File: config.mk
export PLATFORM = sky130hd
export DESIGN_NAME = yfl_slice
export DESIGN_NICKNAME = d
export VERILOG_FILES = /design/src/yfl_slice.v
export VERILOG_INCLUDE_DIRS = /design/src
export SDC_FILE = /design/constraint.sdc
export NUM_CORES = 1
export LEC_CHECK = 0
export BUFFER_PORTS_ARGS = -buffer_cell sky130_fd_sc_hd__buf_2
export CAP_MARGIN = 20
export CORE_ASPECT_RATIO = 2
export CORE_MARGIN = 2
export CORE_UTILIZATION = 56
export DETAILED_ROUTE_END_ITERATION = 16
export PLACE_DENSITY = 0.95
export SETUP_SLACK_MARGIN = 0.2
export SYNTH_ARGS = -nofsm -noshare
export SYNTH_HDL_FRONTEND = slang
export SYNTH_SLANG_ARGS = --single-unit
File: constraint.sdc
create_clock -name clk -period 4.4 [get_ports clk]
set_input_delay 0 -clock clk [delete_from_list [all_inputs] [get_ports clk]]
set_output_delay 0 -clock clk [all_outputs]
set_load 0.005 [all_outputs]
File: src/yfl_regs.vh
// register offsets, fields and reset values of the capture fifo level and image size slice
`ifndef YFL_REGS_VH
`define YFL_REGS_VH
`define YFL_OFS_VALID_LOW 16'h2828
`define YFL_OFS_VALID_HIGH 16'h282e
`define YFL_OFS_WIDTH 16'h2872
`define YFL_OFS_HEIGHT 16'h2874
`define YFL_DMA_PORT_ADDR 32'h3000_0000
`define YFL_RST_VALID_LOW 16'h0000
`define YFL_RST_VALID_HIGH 16'h0000
`define YFL_RST_WIDTH 11'h000
`define YFL_RST_HEIGHT 11'h000
`define YFL_EXT_CNT_LSB 8
`define YFL_SIZE_MSB 10
`define YFL_MODE_DISPLAY 3'h1
`define YFL_MODE_CAPTURE_A 3'h3
`define YFL_MODE_CAPTURE_B 3'h7
`define YFL_CNT_WIDTH 18
`define YFL_RST_COUNT 18'h00000
`endif

File: src/yfl_slice.v
// capture fifo valid-word count, image size registers and pseudo sync generator
//
// Contract
// - the fifo data port answers only the dma engine at its dma-space address, never the host bus.
// - the block reports read-only how many 16-bit words the fifo holds.
// - that count is 18 bits: low 16 in one register, top two in bits 9-8 of the extension register.
// - extension register bits 5-4 and 1-0 always read as zero.
// - image width in pixels is the 11-bit horizontal field plus one.
// - image height in lines is the 11-bit vertical field plus one.
// - in yuv display mode width and height drive pseudo frame and line sync to the resizer.
// - in either capture mode the size settings have no effect.
// - mode 001b is display with dma writing the fifo; 011b and 111b capture with dma reading it.
// - in capture modes the fifo data port is the read port the dma engine drains.
`include "yfl_regs.vh"
`timescale 1ns/10ps
`default_nettype none
module yfl_slice (
	// clock and reset
	input wire clk,
	input wire nrst,
	// host register port
	input wire [15:0] reg_addr,
	input wire reg_wr,
	input wire reg_rd,
	input wire [15:0] reg_wdata,
	output reg [15:0] reg_rdata,
	// mode from the capture mode register
	input wire [2:0] capture_mode,
	// dma engine port to the fifo
	input wire [31:0] dma_addr,
	input wire dma_wr,
	input wire dma_rd,
	input wire [15:0] dma_wdata,
	output reg [15:0] dma_rdata,
	output reg dma_ack,
	// fifo storage side
	input wire fifo_push,
	input wire fifo_pop,
	input wire [15:0] fifo_rdata,
	output reg fifo_wr_stb,
	output reg fifo_rd_stb,
	output reg [15:0] fifo_wdata,
	// pseudo sync to the view resizer
	input wire pixel_en,
	output reg frame_sync,
	output reg line_sync,
	output reg pixel_valid
);

	reg [17:0] count_q;
	reg [17:0] count_d;
	reg [10:0] width_q;
	reg [10:0] width_d;
	reg [10:0] height_q;
	reg [10:0] height_d;
	reg [10:0] hcnt_q;
	reg [10:0] hcnt_d;
	reg [10:0] vcnt_q;
	reg [10:0] vcnt_d;
	reg [15:0] reg_rdata_d;
	reg [15:0] dma_rdata_d;
	reg dma_ack_d;
	reg fifo_wr_stb_d;
	reg fifo_rd_stb_d;
	reg [15:0] fifo_wdata_d;
	reg frame_sync_d;
	reg line_sync_d;
	reg pixel_valid_d;
	wire dma_hit;
	wire dma_req;
	wire mode_display;
	wire mode_capture;
	wire wr_width;
	wire wr_height;
	wire line_end;
	wire frame_end;
	wire line_start;
	wire frame_start;

	// exact match of a host address against an offset
	function addr_is;
		input [15:0] a;
		input [15:0] ofs;
		begin
			addr_is = (a == ofs);
		end
	endfunction

	// last position of a size field, span is field plus one
	function at_last;
		input [10:0] cnt;
		input [10:0] size;
		begin
			at_last = (cnt == size);
		end
	endfunction

	// one step of an 11-bit position counter
	function [10:0] step11;
		input [10:0] cnt;
		begin
			step11 = cnt + 11'h001;
		end
	endfunction

	// extension word, count bits 17-16 at 9-8
	function [15:0] ext_word;
		input [17:0] cnt;
		begin
			ext_word = {6'h00, cnt[17:16], 8'h00};
		end
	endfunction

	function is_capture;
		input [2:0] m;
		begin
			is_capture = (m == `YFL_MODE_CAPTURE_A) || (m == `YFL_MODE_CAPTURE_B);
		end
	endfunction

	assign mode_display = (capture_mode == `YFL_MODE_DISPLAY);
	assign mode_capture = is_capture(capture_mode);
	assign dma_hit = (dma_addr == `YFL_DMA_PORT_ADDR);
	assign dma_req = dma_hit && (dma_wr || dma_rd);
	assign wr_width = reg_wr && addr_is(reg_addr, `YFL_OFS_WIDTH);
	assign wr_height = reg_wr && addr_is(reg_addr, `YFL_OFS_HEIGHT);
	assign line_end = at_last(hcnt_q, width_q);
	assign frame_end = line_end && at_last(vcnt_q, height_q);
	assign line_start = (hcnt_q == 11'h000);
	assign frame_start = line_start && (vcnt_q == 11'h000);

	// occupancy counter
	always @* begin
		count_d = count_q;
		case ({fifo_push, fifo_pop})
			2'b10: begin
				count_d = count_q + 18'h00001;
			end
			2'b01: begin
				if (count_q != 18'h00000) begin
					count_d = count_q - 18'h00001;
				end
			end
			default: begin
				count_d = count_q;
			end
		endcase
	end

	// host read mux
	always @* begin
		reg_rdata_d = 16'h0000;
		case (reg_addr)
			`YFL_OFS_VALID_LOW: begin
				reg_rdata_d = count_q[15:0];
			end
			`YFL_OFS_VALID_HIGH: begin
				reg_rdata_d = ext_word(count_q);
			end
			`YFL_OFS_WIDTH: begin
				reg_rdata_d = 16'h0000;
			end
			`YFL_OFS_HEIGHT: begin
				reg_rdata_d = 16'h0000;
			end
			default: begin
				reg_rdata_d = 16'h0000;
			end
		endcase
	end

	// write-only size fields
	always @* begin
		width_d = width_q;
		height_d = height_q;
		if (wr_width) begin
			width_d = reg_wdata[`YFL_SIZE_MSB:0];
		end
		if (wr_height) begin
			height_d = reg_wdata[`YFL_SIZE_MSB:0];
		end
	end

	// occupancy count
	always @(posedge clk or negedge nrst) begin
		if (!nrst) begin
			count_q <= `YFL_RST_COUNT;
		end else begin
			count_q <= count_d;
		end
	end

	// host read data, held until the next read
	always @(posedge clk or negedge nrst) begin
		if (!nrst) begin
			reg_rdata <= 16'h0000;
		end else if (reg_rd) begin
			reg_rdata <= reg_rdata_d;
		end
	end

	// size registers
	always @(posedge clk or negedge nrst) begin
		if (!nrst) begin
			width_q <= `YFL_RST_WIDTH;
			height_q <= `YFL_RST_HEIGHT;
		end else begin
			width_q <= width_d;
			height_q <= height_d;
		end
	end

	// dma-only fifo data port, strobes
	always @* begin
		dma_ack_d = dma_req;
		fifo_wr_stb_d = dma_hit && dma_wr && mode_display;
		fifo_rd_stb_d = dma_hit && dma_rd && mode_capture;
	end

	// dma-only fifo data port, data
	always @* begin
		fifo_wdata_d = fifo_wdata;
		dma_rdata_d = dma_rdata;
		if (dma_hit && dma_wr) begin
			fifo_wdata_d = dma_wdata;
		end
		if (dma_hit && dma_rd && mode_capture) begin
			dma_rdata_d = fifo_rdata;
		end
	end

	// dma strobes, registered
	always @(posedge clk or negedge nrst) begin
		if (!nrst) begin
			dma_ack <= 1'b0;
			fifo_wr_stb <= 1'b0;
			fifo_rd_stb <= 1'b0;
		end else begin
			dma_ack <= dma_ack_d;
			fifo_wr_stb <= fifo_wr_stb_d;
			fifo_rd_stb <= fifo_rd_stb_d;
		end
	end

	// dma data, registered
	always @(posedge clk or negedge nrst) begin
		if (!nrst) begin
			dma_rdata <= 16'h0000;
			fifo_wdata <= 16'h0000;
		end else begin
			dma_rdata <= dma_rdata_d;
			fifo_wdata <= fifo_wdata_d;
		end
	end

	// pseudo sync outputs, display mode only
	always @* begin
		pixel_valid_d = 1'b0;
		line_sync_d = 1'b0;
		frame_sync_d = 1'b0;
		if (mode_display && pixel_en) begin
			pixel_valid_d = 1'b1;
			line_sync_d = line_start;
			frame_sync_d = frame_start;
		end
	end

	// pseudo sync position, idle outside display mode
	always @* begin
		hcnt_d = hcnt_q;
		vcnt_d = vcnt_q;
		if (!mode_display) begin
			hcnt_d = 11'h000;
			vcnt_d = 11'h000;
		end else if (pixel_en) begin
			if (frame_end) begin
				hcnt_d = 11'h000;
				vcnt_d = 11'h000;
			end else if (line_end) begin
				hcnt_d = 11'h000;
				vcnt_d = step11(vcnt_q);
			end else begin
				hcnt_d = step11(hcnt_q);
			end
		end
	end

	// pseudo sync position counters
	always @(posedge clk or negedge nrst) begin
		if (!nrst) begin
			hcnt_q <= 11'h000;
			vcnt_q <= 11'h000;
		end else begin
			hcnt_q <= hcnt_d;
			vcnt_q <= vcnt_d;
		end
	end

	// pseudo sync outputs, registered
	always @(posedge clk or negedge nrst) begin
		if (!nrst) begin
			frame_sync <= 1'b0;
			line_sync <= 1'b0;
			pixel_valid <= 1'b0;
		end else begin
			frame_sync <= frame_sync_d;
			line_sync <= line_sync_d;
			pixel_valid <= pixel_valid_d;
		end
	end

endmodule
`default_nettype wire

After elaboration in Yosys (flattened, before gate mapping)
Cells that the tools add are included.
W data, S select, Z words.
- register bits after elaboration: 116
- ROM bits: 0
- latch bits: 0
- memory bits (writable): 0
- bits of input ports: 108
- output and inout port bits: 54
- memories: 0
- logic and storage cells: 65
- bitwise operators: 0
- shifts and indexed selects: 0
- add/subtract/negate cells: 4
- reductions and logical operators: 18
- $lt $le $gt $ge: 0
- multiplexer cells: 14
- equal/unequal tests: 15
- divide/modulo/power cells: 0
- multipliers: 0
- operators by type and width (cell ; number):
    $mux W11 ; 8
    $eq A16 B14 Y1 const B ; 4
    $pmux W18 S2 ; 1
    $eq A32 B30 Y1 const B ; 1
    $pmux W16 S2 ; 1
    $add A11 B1 Y11 const B ; 2
    $eq A11 B11 Y1 ; 2
    $logic_not A11 Y1 ; 2
    $add A18 B1 Y18 const B ; 1
    $mux W18 ; 1
    $reduce_bool A18 Y1 ; 1
    $sub A18 B1 Y18 const B ; 1
    $logic_and A1 B1 Y1 ; 10
    $ne A2 B2 Y1 const B ; 2
    $reduce_and A2 Y1 ; 2
    $eq A3 B1 Y1 const B ; 1
    $eq A3 B2 Y1 const B ; 1
    $eq A3 B3 Y1 const B ; 1
    $mux W1 ; 3
    $ne A3 B1 Y1 const B ; 1
    $eq A2 B1 Y1 const B ; 1
    $eq A2 B2 Y1 const B ; 1
    $logic_or A1 B1 Y1 ; 2
    $reduce_bool A2 Y1 ; 1

Logic depth before layout (Yosys ltp)
Gate-level depths: netlist of run 1.
- depth after elaboration: 5
- mapped depth: 13
- mapped depth without buffers: 9

Worst setup path after synthesis of run 1
Ideal clock, no wire load.
- kind: input port to flip-flop
- start: in fifo_push
- end: reg count_q[16]
- data required time: 4.277 ns
- library setup time: 0.123 ns
- stages on the path: 13
- path buffers: 4
- path slack: 1.968 ns
- arrival time: 2.309 ns
- cell sequence: nand2b_1 > clkbuf_1 > clkbuf_1 > buf_1 > xnor2_1 > ha_1 > clkbuf_1 > and4_1 > a21oi_1 > o21bai_1 > a2bb2oi_1 > xnor2_1 > a21oi_1
- cells in the longest elaborated chain, start to end: 3
- elaborated cells between the ends (all ways): 6
- those cells by class: eq/ne (3); mux (1); reduce/logical (2)
- ends and longest elaborated chain (element ; RTL line ; source):
    start, declared ; yfl_slice.v:37 ; input wire fifo_push,
    $eq A2 B1 Y1 / $eq A2 B2 Y1 (equally long branches) ; yfl_slice.v:135 ; case ({fifo_push, fifo_pop})
    $ne A2 B2 Y1 (no line) / $reduce_bool A2 Y1 (equally long branches) ; - ;
    $reduce_and A2 Y1 (no line) ; - ;
    end signal, assigned ; yfl_slice.v:187 ; count_q <= `YFL_RST_COUNT;
    end signal, assigned ; yfl_slice.v:189 ; count_q <= count_d;
    end, declared ; yfl_slice.v:50 ; reg [17:0] count_q;
Parallel ways exist; a longest one is shown, timed or not.
A chain may end at the register's enable or synchronous reset.

Worst setup path after layout of run 1
- start: in fifo_pop
- end: reg count_q[16]
- cells in the longest elaborated chain, start to end: 3
- elaborated cells between the ends (all ways): 6
- those cells by class: eq/ne (3); mux (1); reduce/logical (2)
- ends and longest elaborated chain (element ; RTL line ; source):
    start, declared ; yfl_slice.v:38 ; input wire fifo_pop,
    $eq A2 B1 Y1 / $eq A2 B2 Y1 (equally long branches) ; yfl_slice.v:135 ;
    $ne A2 B2 Y1 (no line) / $reduce_bool A2 Y1 (equally long branches) ; - ;
    $reduce_and A2 Y1 (no line) ; - ;
Parallel ways exist; a longest one is shown, timed or not.

==> flow_metrics.tcl, run 1 <==
set metrics [dict create \
    synth_nets 664 \
    hpwl_um 11550 \
    rows 53 \
    h-tree-depth 4 \
    cp.arrival_ns 3.06 \
    p_leak_uw 0.003788 \
    antenna_found_initial 2 \
    fill_cells 674 \
    cts.sinks 116 \
    drt-initial-drc-count 316 \
    wirelength_um 17480 \
    layout_min_cycle_time_ns 2.815 \
    final_cells 903 \
    power_density_nw_per_um2 405.3 \
    async_flop_share 1.000 \
    dieArea_um2 11400 \
    seq_area_um2 2903 \
    grt_pass1_vias 5526 \
    worst_ep_required_time_ns 4.65 \
    gp_congestion 0.9481 \
    ys_seq_area_frac 0.4928 \
    status "finished clean" \
    port_buffers 156 \
    postSynthAreaPerCell_um2 10.71 \
    startpoint_type "input port" \
    finalSetupViolCount 0 \
    max_stage_delay_ns 0.69 \
    antenna_left 0 \
    path_max_fanout 18 \
    path_class "in2reg" \
    cts_made_buffers 17 \
    grt_pass1_wl_um 28080 \
    syn_area_um2 5891 \
    dieWidth_um 76.52 \
    clock_path_buffers 2 \
    drt_pre_antenna_iters 5 \
    ys_warn_count 0 \
    rsz0062_at_grt "false" \
    tns_ns 0 \
    cts_resized 0 \
    vias 5253 \
    worst_pin_slew_ns 1.027 \
    ys_types 56 \
    clkTransAtPathRegs_ns 0.05 \
    avgRoutedWirePerCell_um 19.36 \
    synth_common_cells "dfrtp_1 (116), mux2_2 (55), xnor2_1 (41)" \
    yosys.area.top_type "dfrtp_1" \
    cp-startpoint "fifo_pop" \
    max_cap_violations 0 \
    grt_max_degree 80 \
    root_buffer "clkbuf_16" \
    crit_chain "dlygate4sd3_1, buf_2, nand2b_1, buf_4, xnor2_1, ha_1, nand4_1, a2111oi_0, a2bb2oi_1, xnor2_1, a21oi_1" \
    finalCritPeriodShare 0.6398 \
    drive_above_1_share 0.3403 \
    hold_viol_final 0 \
    worstHoldPathType "in2reg" \
    ir_drop_v 0.0003118 \
    holdWs_ns 0.08497 \
    min-delay-start "reg_rd" \
    multi_input_area_um2 2744 \
    io_pins 162 \
    core_um2 10410 \
    slew_headroom 0.3096 \
    clock_latency_ns 0.41 \
    ys_ff_latch 116 \
    synth_most_common_cell "dfrtp_1" \
    netlist_top_cells_area "dfrtp_1 (49%), mux2_2 (11%), xnor2_1 (6.1%), xor2_1 (2.5%), nor2_1 (2.5%)" \
    drv_slew 0 \
    fin_skew_ns 0.005826 \
    cpMaxStageDelayCell "a2111oi_0" \
    ys.flop_type "dfrtp_1" \
    initial_core_util 0.5658 \
    reg2reg_from "count_q[12]" \
    cts_tree "done" \
    syn_inst 550 \
    vias_per_cell 5.817 \
    syn_to_final_growth_pct 33.37 \
    grtUsageTotal 0.3162 \
    fmax_mhz 355.3 \
    die_h_um 149.0 \
    synth_edf_count 0 \
    final_nets 865 \
    gr-total-overflow 0 \
    dp.cells 818 \
    drc 0 \
    yosysTopAreaCellShare 0.4928 \
    crit_path_end_kind "register" \
    total_power_uw 3184 \
    crit_path_frequent_cell "xnor2_1" \
    utilization 0.7546 \
]
layer usage:
layer	track usage	share of wire	up-vias
met2	0.5947	0.55	254
met3	0.06961	0.055	75
met1	0.3115	0.34	2558
met5	0	0	-
li1	-	-	2366
met4	0.1882	0.053	0
registers in the layout, indices dropped and copies added (netlist names):
name / cells
fifo_wdata: 16
hcnt_q: 11
height_q: 11
frame_sync: 1
fifo_rd_stb: 1
reg_rdata: 16
vcnt_q: 11
pixel_valid: 1
dma_rdata: 16
width_q: 11
dma_ack: 1
count_q: 18
fifo_wr_stb: 1
line_sync: 1
cell families after synthesis:
| kind of cell | after synthesis | share of synthesized area |
|---|---|---|
| XOR/XNOR | 58 | 0.08623 |
| flip-flops | 116 | 0.4928 |
| AND/OR/NAND/NOR | 191 | 0.1803 |
| adder cells (fa/ha/maj) | 6 | 0.01274 |
| AO/OA/AOI/OAI | 65 | 0.06925 |
| multiplexers | 61 | 0.1162 |
| buffers and inverters | 53 | 0.04248 |
placed cells by master (no fill, tap or decap), types with 4 or more instances in the layout:
cell type      instances
buf_2                155
dfrtp_1              116
mux2_2                55
dlygate4sd3_1         51
xnor2_1               41
nor2_1                39
o21ai_0               29
nand3_1               28
inv_1                 22
nand2_1               22
nand4_1               19
xor2_1                17
clkbuf_16             17
nor3_1                15
nor4_1                12
and3_1                10
a21oi_1                8
buf_4                  7
nor3b_1                6
and4_1                 6
ha_1                   6
clkinv_2               6
and2_1                 5
mux2i_1                5
nand2b_1               4
or3_2                  4
or4_1                  4
clkbuf_8               4
final timing paths:
| check | to | slack [ns] | cells after the start |
|---|---|---|---|
| worst min-delay path | reg_rdata[8] | 0.08 | 2 |
| min in group asynchronous | vcnt_q[6] | 0.29 | 2 |
| max in group asynchronous | fifo_wdata[4] | 2.99 | 3 |
| worst min register to register | fifo_wdata[5] | 0.50 | 1 |
| worst max register to register | count_q[17] | 1.72 | 6 |
| worst max-delay path | count_q[16] | 1.59 | 11 |
layout make-up:
type / count / area share
clock buffer: 22 / 0.06163
inverter: 22 / 0.01051
multi-input combinational: 381 / 0.3493
clock inverter: 10 / 0.01624
timing repair buffer: 213 / 0.1704
antenna: 2 / 0.0006370
sequential: 116 / 0.3695
tap: 137 / 0.02182
worst max-delay path: cells and delay by family:
kind	cells	cell delay, ns
adders and majority gates	1	0.32
xor gates and xnor gates	2	0.31
AOI/OAI and AO/OA	3	1.03
buffers and inverters	3	0.97
and+or+nand+nor	2	0.43
power breakdown:
group	leakage (uW)	internal [uW]	switching, uW
clock network	0.000305	944	463
registers	0.00158	1150	183
logic	0.00190	226	222
metrics by stage:
stage          setup WS (ns)  instance area (um2)
6_report               1.585                 7856
5_1_grt                1.453                 7856
4_1_cts                1.714                 7851
3_5_place_dp           1.735                 6729
3_3_place_gp           1.785                 6729
2_1_floorplan          1.968                 5891
what timing repair did:
action,4_1_cts,5_1_grt
hold buffers,51,0
buffers inserted,0,0
endpoints found under the hold margin,136,0
(Power assumes the default switching activity.)
==> run 2, diff against run 1 <==
Settings changed: ABC_AREA set to 1, CORE_UTILIZATION 56 to 54, PLACE_DENSITY 0.95 to 0.92.
Clock period 4.4 ns to 2.6 ns, I/O delays scaled along.
==> run 2 against run 1 <==
Against the previous run: clock skew increased by 0.0020 ns; die area increased by 11%; sequential power increased by 61%; worst hold slack got worse by 0.044 ns; combinational power increased to 3.3 times the previous value; synthesized area increased by 7.4%; synthesized cell count increased by 55%; wire length increased by 9.4%; critical endpoint is now count_q[9]; largest power group unchanged.
==> flow_metrics.tcl, run 2 <==
set metrics [dict create \
    status "finished clean" \
    finalCritPeriodShare 0.8022 \
    r2r_setup_slack_ns 0.51 \
    wirelength_um 19120 \
    h-tree-depth 4 \
    min_delay_path_depth 3 \
    holdPathEnd "fifo_rd_stb" \
    gr-total-overflow 0 \
    dieWidth_um 80.55 \
    synth_nets 965 \
    worstHoldPathType "in2reg" \
    rsz0062_at_grt "false" \
    fin_skew_ns 0.007820 \
    core_um2 11560 \
    drive_above_1_share 0.1961 \
    rows 56 \
    largest_register_ffs 18 \
    cts_made_buffers 17 \
    drt-initial-drc-count 525 \
    path_max_fanout 13 \
    vias_per_cell 5.448 \
    die_h_um 157.1 \
    power_density_nw_per_um2 708.6 \
    yosysTopAreaCellShare 0.4587 \
    avgRoutedWirePerCell_um 15.60 \
    fmax_mhz 479.4 \
    slew_headroom 0.5007 \
    drc 0 \
    root_buffer "clkbuf_16" \
    finalSetupViolCount 0 \
    drv_slew 0 \
    cts.sinks 116 \
    cp.arrival_ns 2.37 \
    n_antenna_cell 0 \
    path_class "reg2reg" \
    grt_pass1_vias 6509 \
    clkTransAtPathRegs_ns 0.06 \
    ys_seq_area_frac 0.4587 \
    drt_pre_antenna_iters 6 \
    crit_path_end_kind "register" \
    antenna_found_initial 1 \
    dieArea_um2 12650 \
    syn_inst 851 \
    netlist_top_cells_area "dfrtp_1 (46%), nand2_1 (16%), inv_1 (6.2%), nand3_1 (5.7%), o21ai_0 (4.0%)" \
    tns_ns 0 \
    postSynthAreaPerCell_um2 7.437 \
    final_common_cell "nand2_1" \
    layout_min_cycle_time_ns 2.086 \
    synth_edf_count 0 \
    reg2reg_from "count_q[12]" \
    grt_pass1_wl_um 29810 \
    cts_setup_buffers 0 \
    syn_area_um2 6329 \
    startpoint_type "register" \
    hold_viol_final 0 \
    dp_slack_ns 0.5654 \
    p_leak_uw 0.004583 \
    grt_max_degree 58 \
    hpwl_um 12600 \
    initial_core_util 0.5474 \
    ys_ff_latch 116 \
    io_pins 162 \
    ir_drop_v 0.0005739 \
    grtUsageTotal 0.3077 \
    min-delay-start "capture_mode[0]" \
    mostFrequentLayoutCells "nand2_1 (272), buf_2 (155), dfrtp_1 (116)" \
    cts_hold_buf 53 \
    max_cap_violations 0 \
    async_flop_share 1.000 \
    antenna_left 0 \
    port_buffers 156 \
    fin_ws_ns 0.5142 \
    syn_to_final_growth_pct 33.18 \
    ys_warn_count 0 \
    yosys.area.top_type "dfrtp_1" \
    ys.flop_type "dfrtp_1" \
    ys_types 37 \
    gp_congestion 0.9652 \
    vias 6679 \
    synth_most_common_cell "nand2_1" \
    clock_latency_ns 0.42 \
    largest-register "count_q" \
    clock_path_buffers 2 \
    worst_ep_required_time_ns 2.89 \
    final_nets 1182 \
    cts_tree "done" \
    holdWs_ns 0.04092 \
    worst-r2r-cell-count 10 \
    r2r-end "count_q[9]" \
    worst_pin_slew_ns 0.7489 \
    synth_common_cells "nand2_1 (272), dfrtp_1 (116), inv_1 (105)" \
    cts_resized 0 \
]
## run 2: metal layers
metal | up-vias | share of wire | global-route usage
li1 | 3170 | - | -
met1 | 3077 | 0.39 | 0.3462
met2 | 363 | 0.49 | 0.5282
met3 | 67 | 0.073 | 0.06307
met4 | 2 | 0.045 | 0.1792
met5 | - | 0.00058 | 0
## run 2: cell type report
class	instances	area [um2]
Fill cell	820	3133
Multi-Input combinational cell	603	2909
Sequential cell	116	2903
Timing Repair Buffer	223	1431
Clock buffer	20	456.7
Inverter	107	401.6
Tap cell	145	181.4
Clock inverter	12	145.1
## run 2: cells by family (layout without fill, tap and decap cells)
| group | count (synthesis) | in the layout | synth area share |
|---|---|---|---|
| simple gates | 470 | 470 | 0.3179 |
| xor+xnor | 35 | 35 | 0.04844 |
| buf+inv | 132 | 362 | 0.08165 |
| fa+ha+maj | 6 | 6 | 0.01186 |
| flops | 116 | 116 | 0.4587 |
| compound gates | 92 | 92 | 0.08146 |
## run 2: how the worst max path moves through the flow
stage                      startpoint          to  slack (ns)  cells past startpoint
after floorplan             hcnt_q[3]   vcnt_q[5]        0.86                      8
after global placement    count_q[12]  count_q[9]        0.59                     10
after detailed placement  count_q[12]  count_q[8]        0.57                     11
after CTS                 count_q[12]  count_q[9]        0.54                     10
after global routing      count_q[12]  count_q[9]        0.33                     11
final                     count_q[12]  count_q[9]        0.51                     10
## run 2: where the power goes
group	internal [uW]	leakage, uW	switching [uW]
clock	1480	0.000289	894
sequential	1960	0.00158	180
combinational	528	0.00271	931
## run 2: worst max-delay path: stages, from the launching register on
cell and delay [ns]:
dfrtp_1 0.41, inv_1 0.13, nand2_1 0.08, nor3_1 0.14
nor2_1 0.06, inv_1 0.09, nand2_1 0.05, a211oi_1 0.17
nand2_1 0.37, inv_2 0.32, o21ai_0 0.13
## run 2: through the flow
step	util	power, uW	std cells	instance area (um2)
detailed placement	0.6311	3525	1141	7296
global route	0.7290	6274	1226	8428
CTS	0.7290	5953	1226	8428
floorplan	-	3094	851	6329
finish	0.7290	5973	1226	8428
global placement	0.6311	3460	1141	7296
==> run 3, diff against run 2 <==
Settings changed: CORE_UTILIZATION 54 to 48, PLACE_DENSITY 0.92 to 0.87.
Clock period 2.6 ns to 1.7 ns, I/O delays scaled along.
==> run 3 against run 2 <==
Against the previous run: the flow now finishes with violations (hold timing, setup timing); sequential share of layout area shrank 4.8 points; via count up 13%; fmax increased by 20%; largest cell class unchanged; die area rose by 12%; flip-flop and latch count unchanged; global-route usage up 3.3 points; cell count up 7.6%; worst setup slack worse by 0.56 ns; count of clock-buffer cells in the layout is 1 lower.
==> flow_metrics.tcl, run 3 (synthesis gave the netlist of run 2 again) <==
set metrics [dict create \
    antenna_left 0 \
    wirelength_um 25220 \
    grt_pass1_wl_um 37920 \
    gr-total-overflow 0 \
    ir_drop_v 0.0009896 \
    fin_ws_ns -0.04476 \
    startpoint_type "register" \
    status "complete, but fails checks" \
    p_int_uw 7230 \
    hold_viol_final 5 \
    port_buffers 156 \
    core_um2 12920 \
    drv_slew 0 \
    power_frac_comb 0.365 \
    max_stage_delay_ns 0.42 \
    avgRoutedWirePerCell_um 19.12 \
    largest_register_ffs 18 \
    holdWs_ns -0.003721 \
    vias 7522 \
    reg2reg_from "count_q[1]" \
    rows 59 \
    cts.sinks 116 \
    cts_made_buffers 17 \
    power_density_nw_per_um2 1134 \
    crit_family "simple AND/OR/NAND/NOR gates" \
    post_dp_cell_area_um2 7879 \
    drt-initial-drc-count 666 \
    grtUsageTotal 0.3409 \
    p_clk_frac 0.344 \
    worst-path-buf-inv 3 \
    drc 0 \
    path_class "reg2reg" \
    r2r_setup_slack_ns -0.04 \
    dieArea_um2 14170 \
    switching_power_uw 3897 \
    max_cap_violations 0 \
    grt_max_degree 43 \
    clock_latency_ns 0.42 \
    violations "hold timing, setup timing" \
    fin_area_um2 9812 \
    rsz0062_at_grt "true" \
    die_h_um 166.4 \
    grt_pass1_vias 7739 \
    tns_ns -0.1993 \
    seqPwrFrac 0.291 \
    layout_min_cycle_time_ns 1.745 \
    fmax_mhz 573.1 \
    fin_skew_ns 0.006891 \
    cpMaxStageDelayCell "dfrtp_1" \
    finalCritPeriodShare 1.026 \
    syn_to_final_growth_pct 55.04 \
    worst_ep_required_time_ns 2.05 \
    largest-register "count_q" \
    hpwl_um 15220 \
    final_nets 1268 \
    antenna_found_initial 0 \
    worstHoldPathType "in2async" \
    path_max_fanout 3 \
    crit_path_end_kind "register" \
    vias_per_cell 5.703 \
    crit_chain "inv_2, nand2_2, nand2_2, inv_2, ha_4, inv_4, nand2_4, nand2_4, nand2_2, nand2_2, nand2_4, nand2_2, nand2_1, nand2_1, nand3_2, nand2_1" \
    n_antenna_cell 0 \
    drt_pre_antenna_iters 5 \
    clock_path_buffers 2 \
    crit_path_frequent_cell "nand2_2" \
    worst-r2r-cell-count 16 \
    io_pins 162 \
    r2r-end "count_q[16]" \
    dieWidth_um 85.19 \
    finalSetupViolCount 11 \
    cts_tree "done" \
    clkTransAtPathRegs_ns 0.06 \
    drive_above_1_share 0.3513 \
    mostFrequentLayoutCells "nand2_1 (234), buf_2 (155), dfrtp_1 (113)" \
    gp_congestion 0.9369 \
    h-tree-depth 4 \
    final_common_cell "nand2_1" \
    initial_core_util 0.4899 \
    worst_pin_slew_ns 0.6138 \
    p_leak_uw 0.005166 \
    switching_share 0.3502 \
    slew_headroom 0.5854 \
    cp.arrival_ns 2.10 \
    root_buffer "clkbuf_16" \
]
[run 3: cell types whose count changed in the layout (fill, tap and decap cells not counted), sizes merged]
cell         before  now
nand2           274  275
inv             112  108
clkinv            3    5
bufinv            2    4
dlygate4sd3      53   56
buf             170  250
clkinvlp          2    4
[run 3: worst max-delay path by stage]
stage / startpoint / to / depth (start not counted)
after floorplan: count_q[1] / count_q[12] / 15
after global placement: count_q[13] / count_q[13] / 11
after detailed placement: fifo_push / count_q[17] / 15
after CTS: hcnt_q[6] / vcnt_q[1] / 8
after global routing: hcnt_q[1] / hcnt_q[10] / 9
final: count_q[1] / count_q[16] / 16
[run 3: layout make-up]
type                            instances  area, um2
Timing Repair Buffer                  307       2235
Clock buffer                           19      442.9
Tap cell                              152      190.2
Timing Repair inverter                  1      11.26
Fill cell                             782       3107
Sequential cell                       116       2907
Inverter                              107      419.2
Multi-Input combinational cell        604       3425
Clock inverter                         13      182.7
[run 3: routing by layer]
layer  track usage  wire length, um  up-vias
li1              -                -     3340
met1        0.3381             7930     3515
met2        0.6094            13450      475
met3       0.06213             1619      192
met4        0.2533             2220        0
met5             0                0        -
[run 3: power groups by stage]
stage	logic (uW)	registers, uW	clock network [uW]
floorplan	1560	3230	0
global placement	2760	3230	0
detailed placement	2830	3230	0
CTS	3270	3210	3820
global route	4390	3260	3940
finish	4060	3240	3830
[run 3: stage by stage]
| step | utilization | hold slack (ns) | power, uW | setup slack [ns] | cells |
|---|---|---|---|---|---|
| floorplan | - | -0.2956 | 4791 | 0.1616 | 851 |
| global placement | 0.6099 | -0.1147 | 5989 | 0.03063 | 1207 |
| detailed placement | 0.6099 | -0.1107 | 6058 | -0.01646 | 1207 |
| CTS | 0.7277 | 0.003157 | 10310 | 0.03417 | 1309 |
| global route | 0.7595 | 0.02218 | 11590 | -0.1611 | 1319 |
| finish | 0.7595 | -0.003721 | 11130 | -0.04476 | 1319 |
[run 3: repair_timing]
action	in CTS	in global routing
cloned	3	1
pin swaps	31	29
setup buffers	11	9
hold endpoints to repair	172	0
hold buffers	56	0
endpoints found under the setup margin	38	52
gates resized for setup	65	96
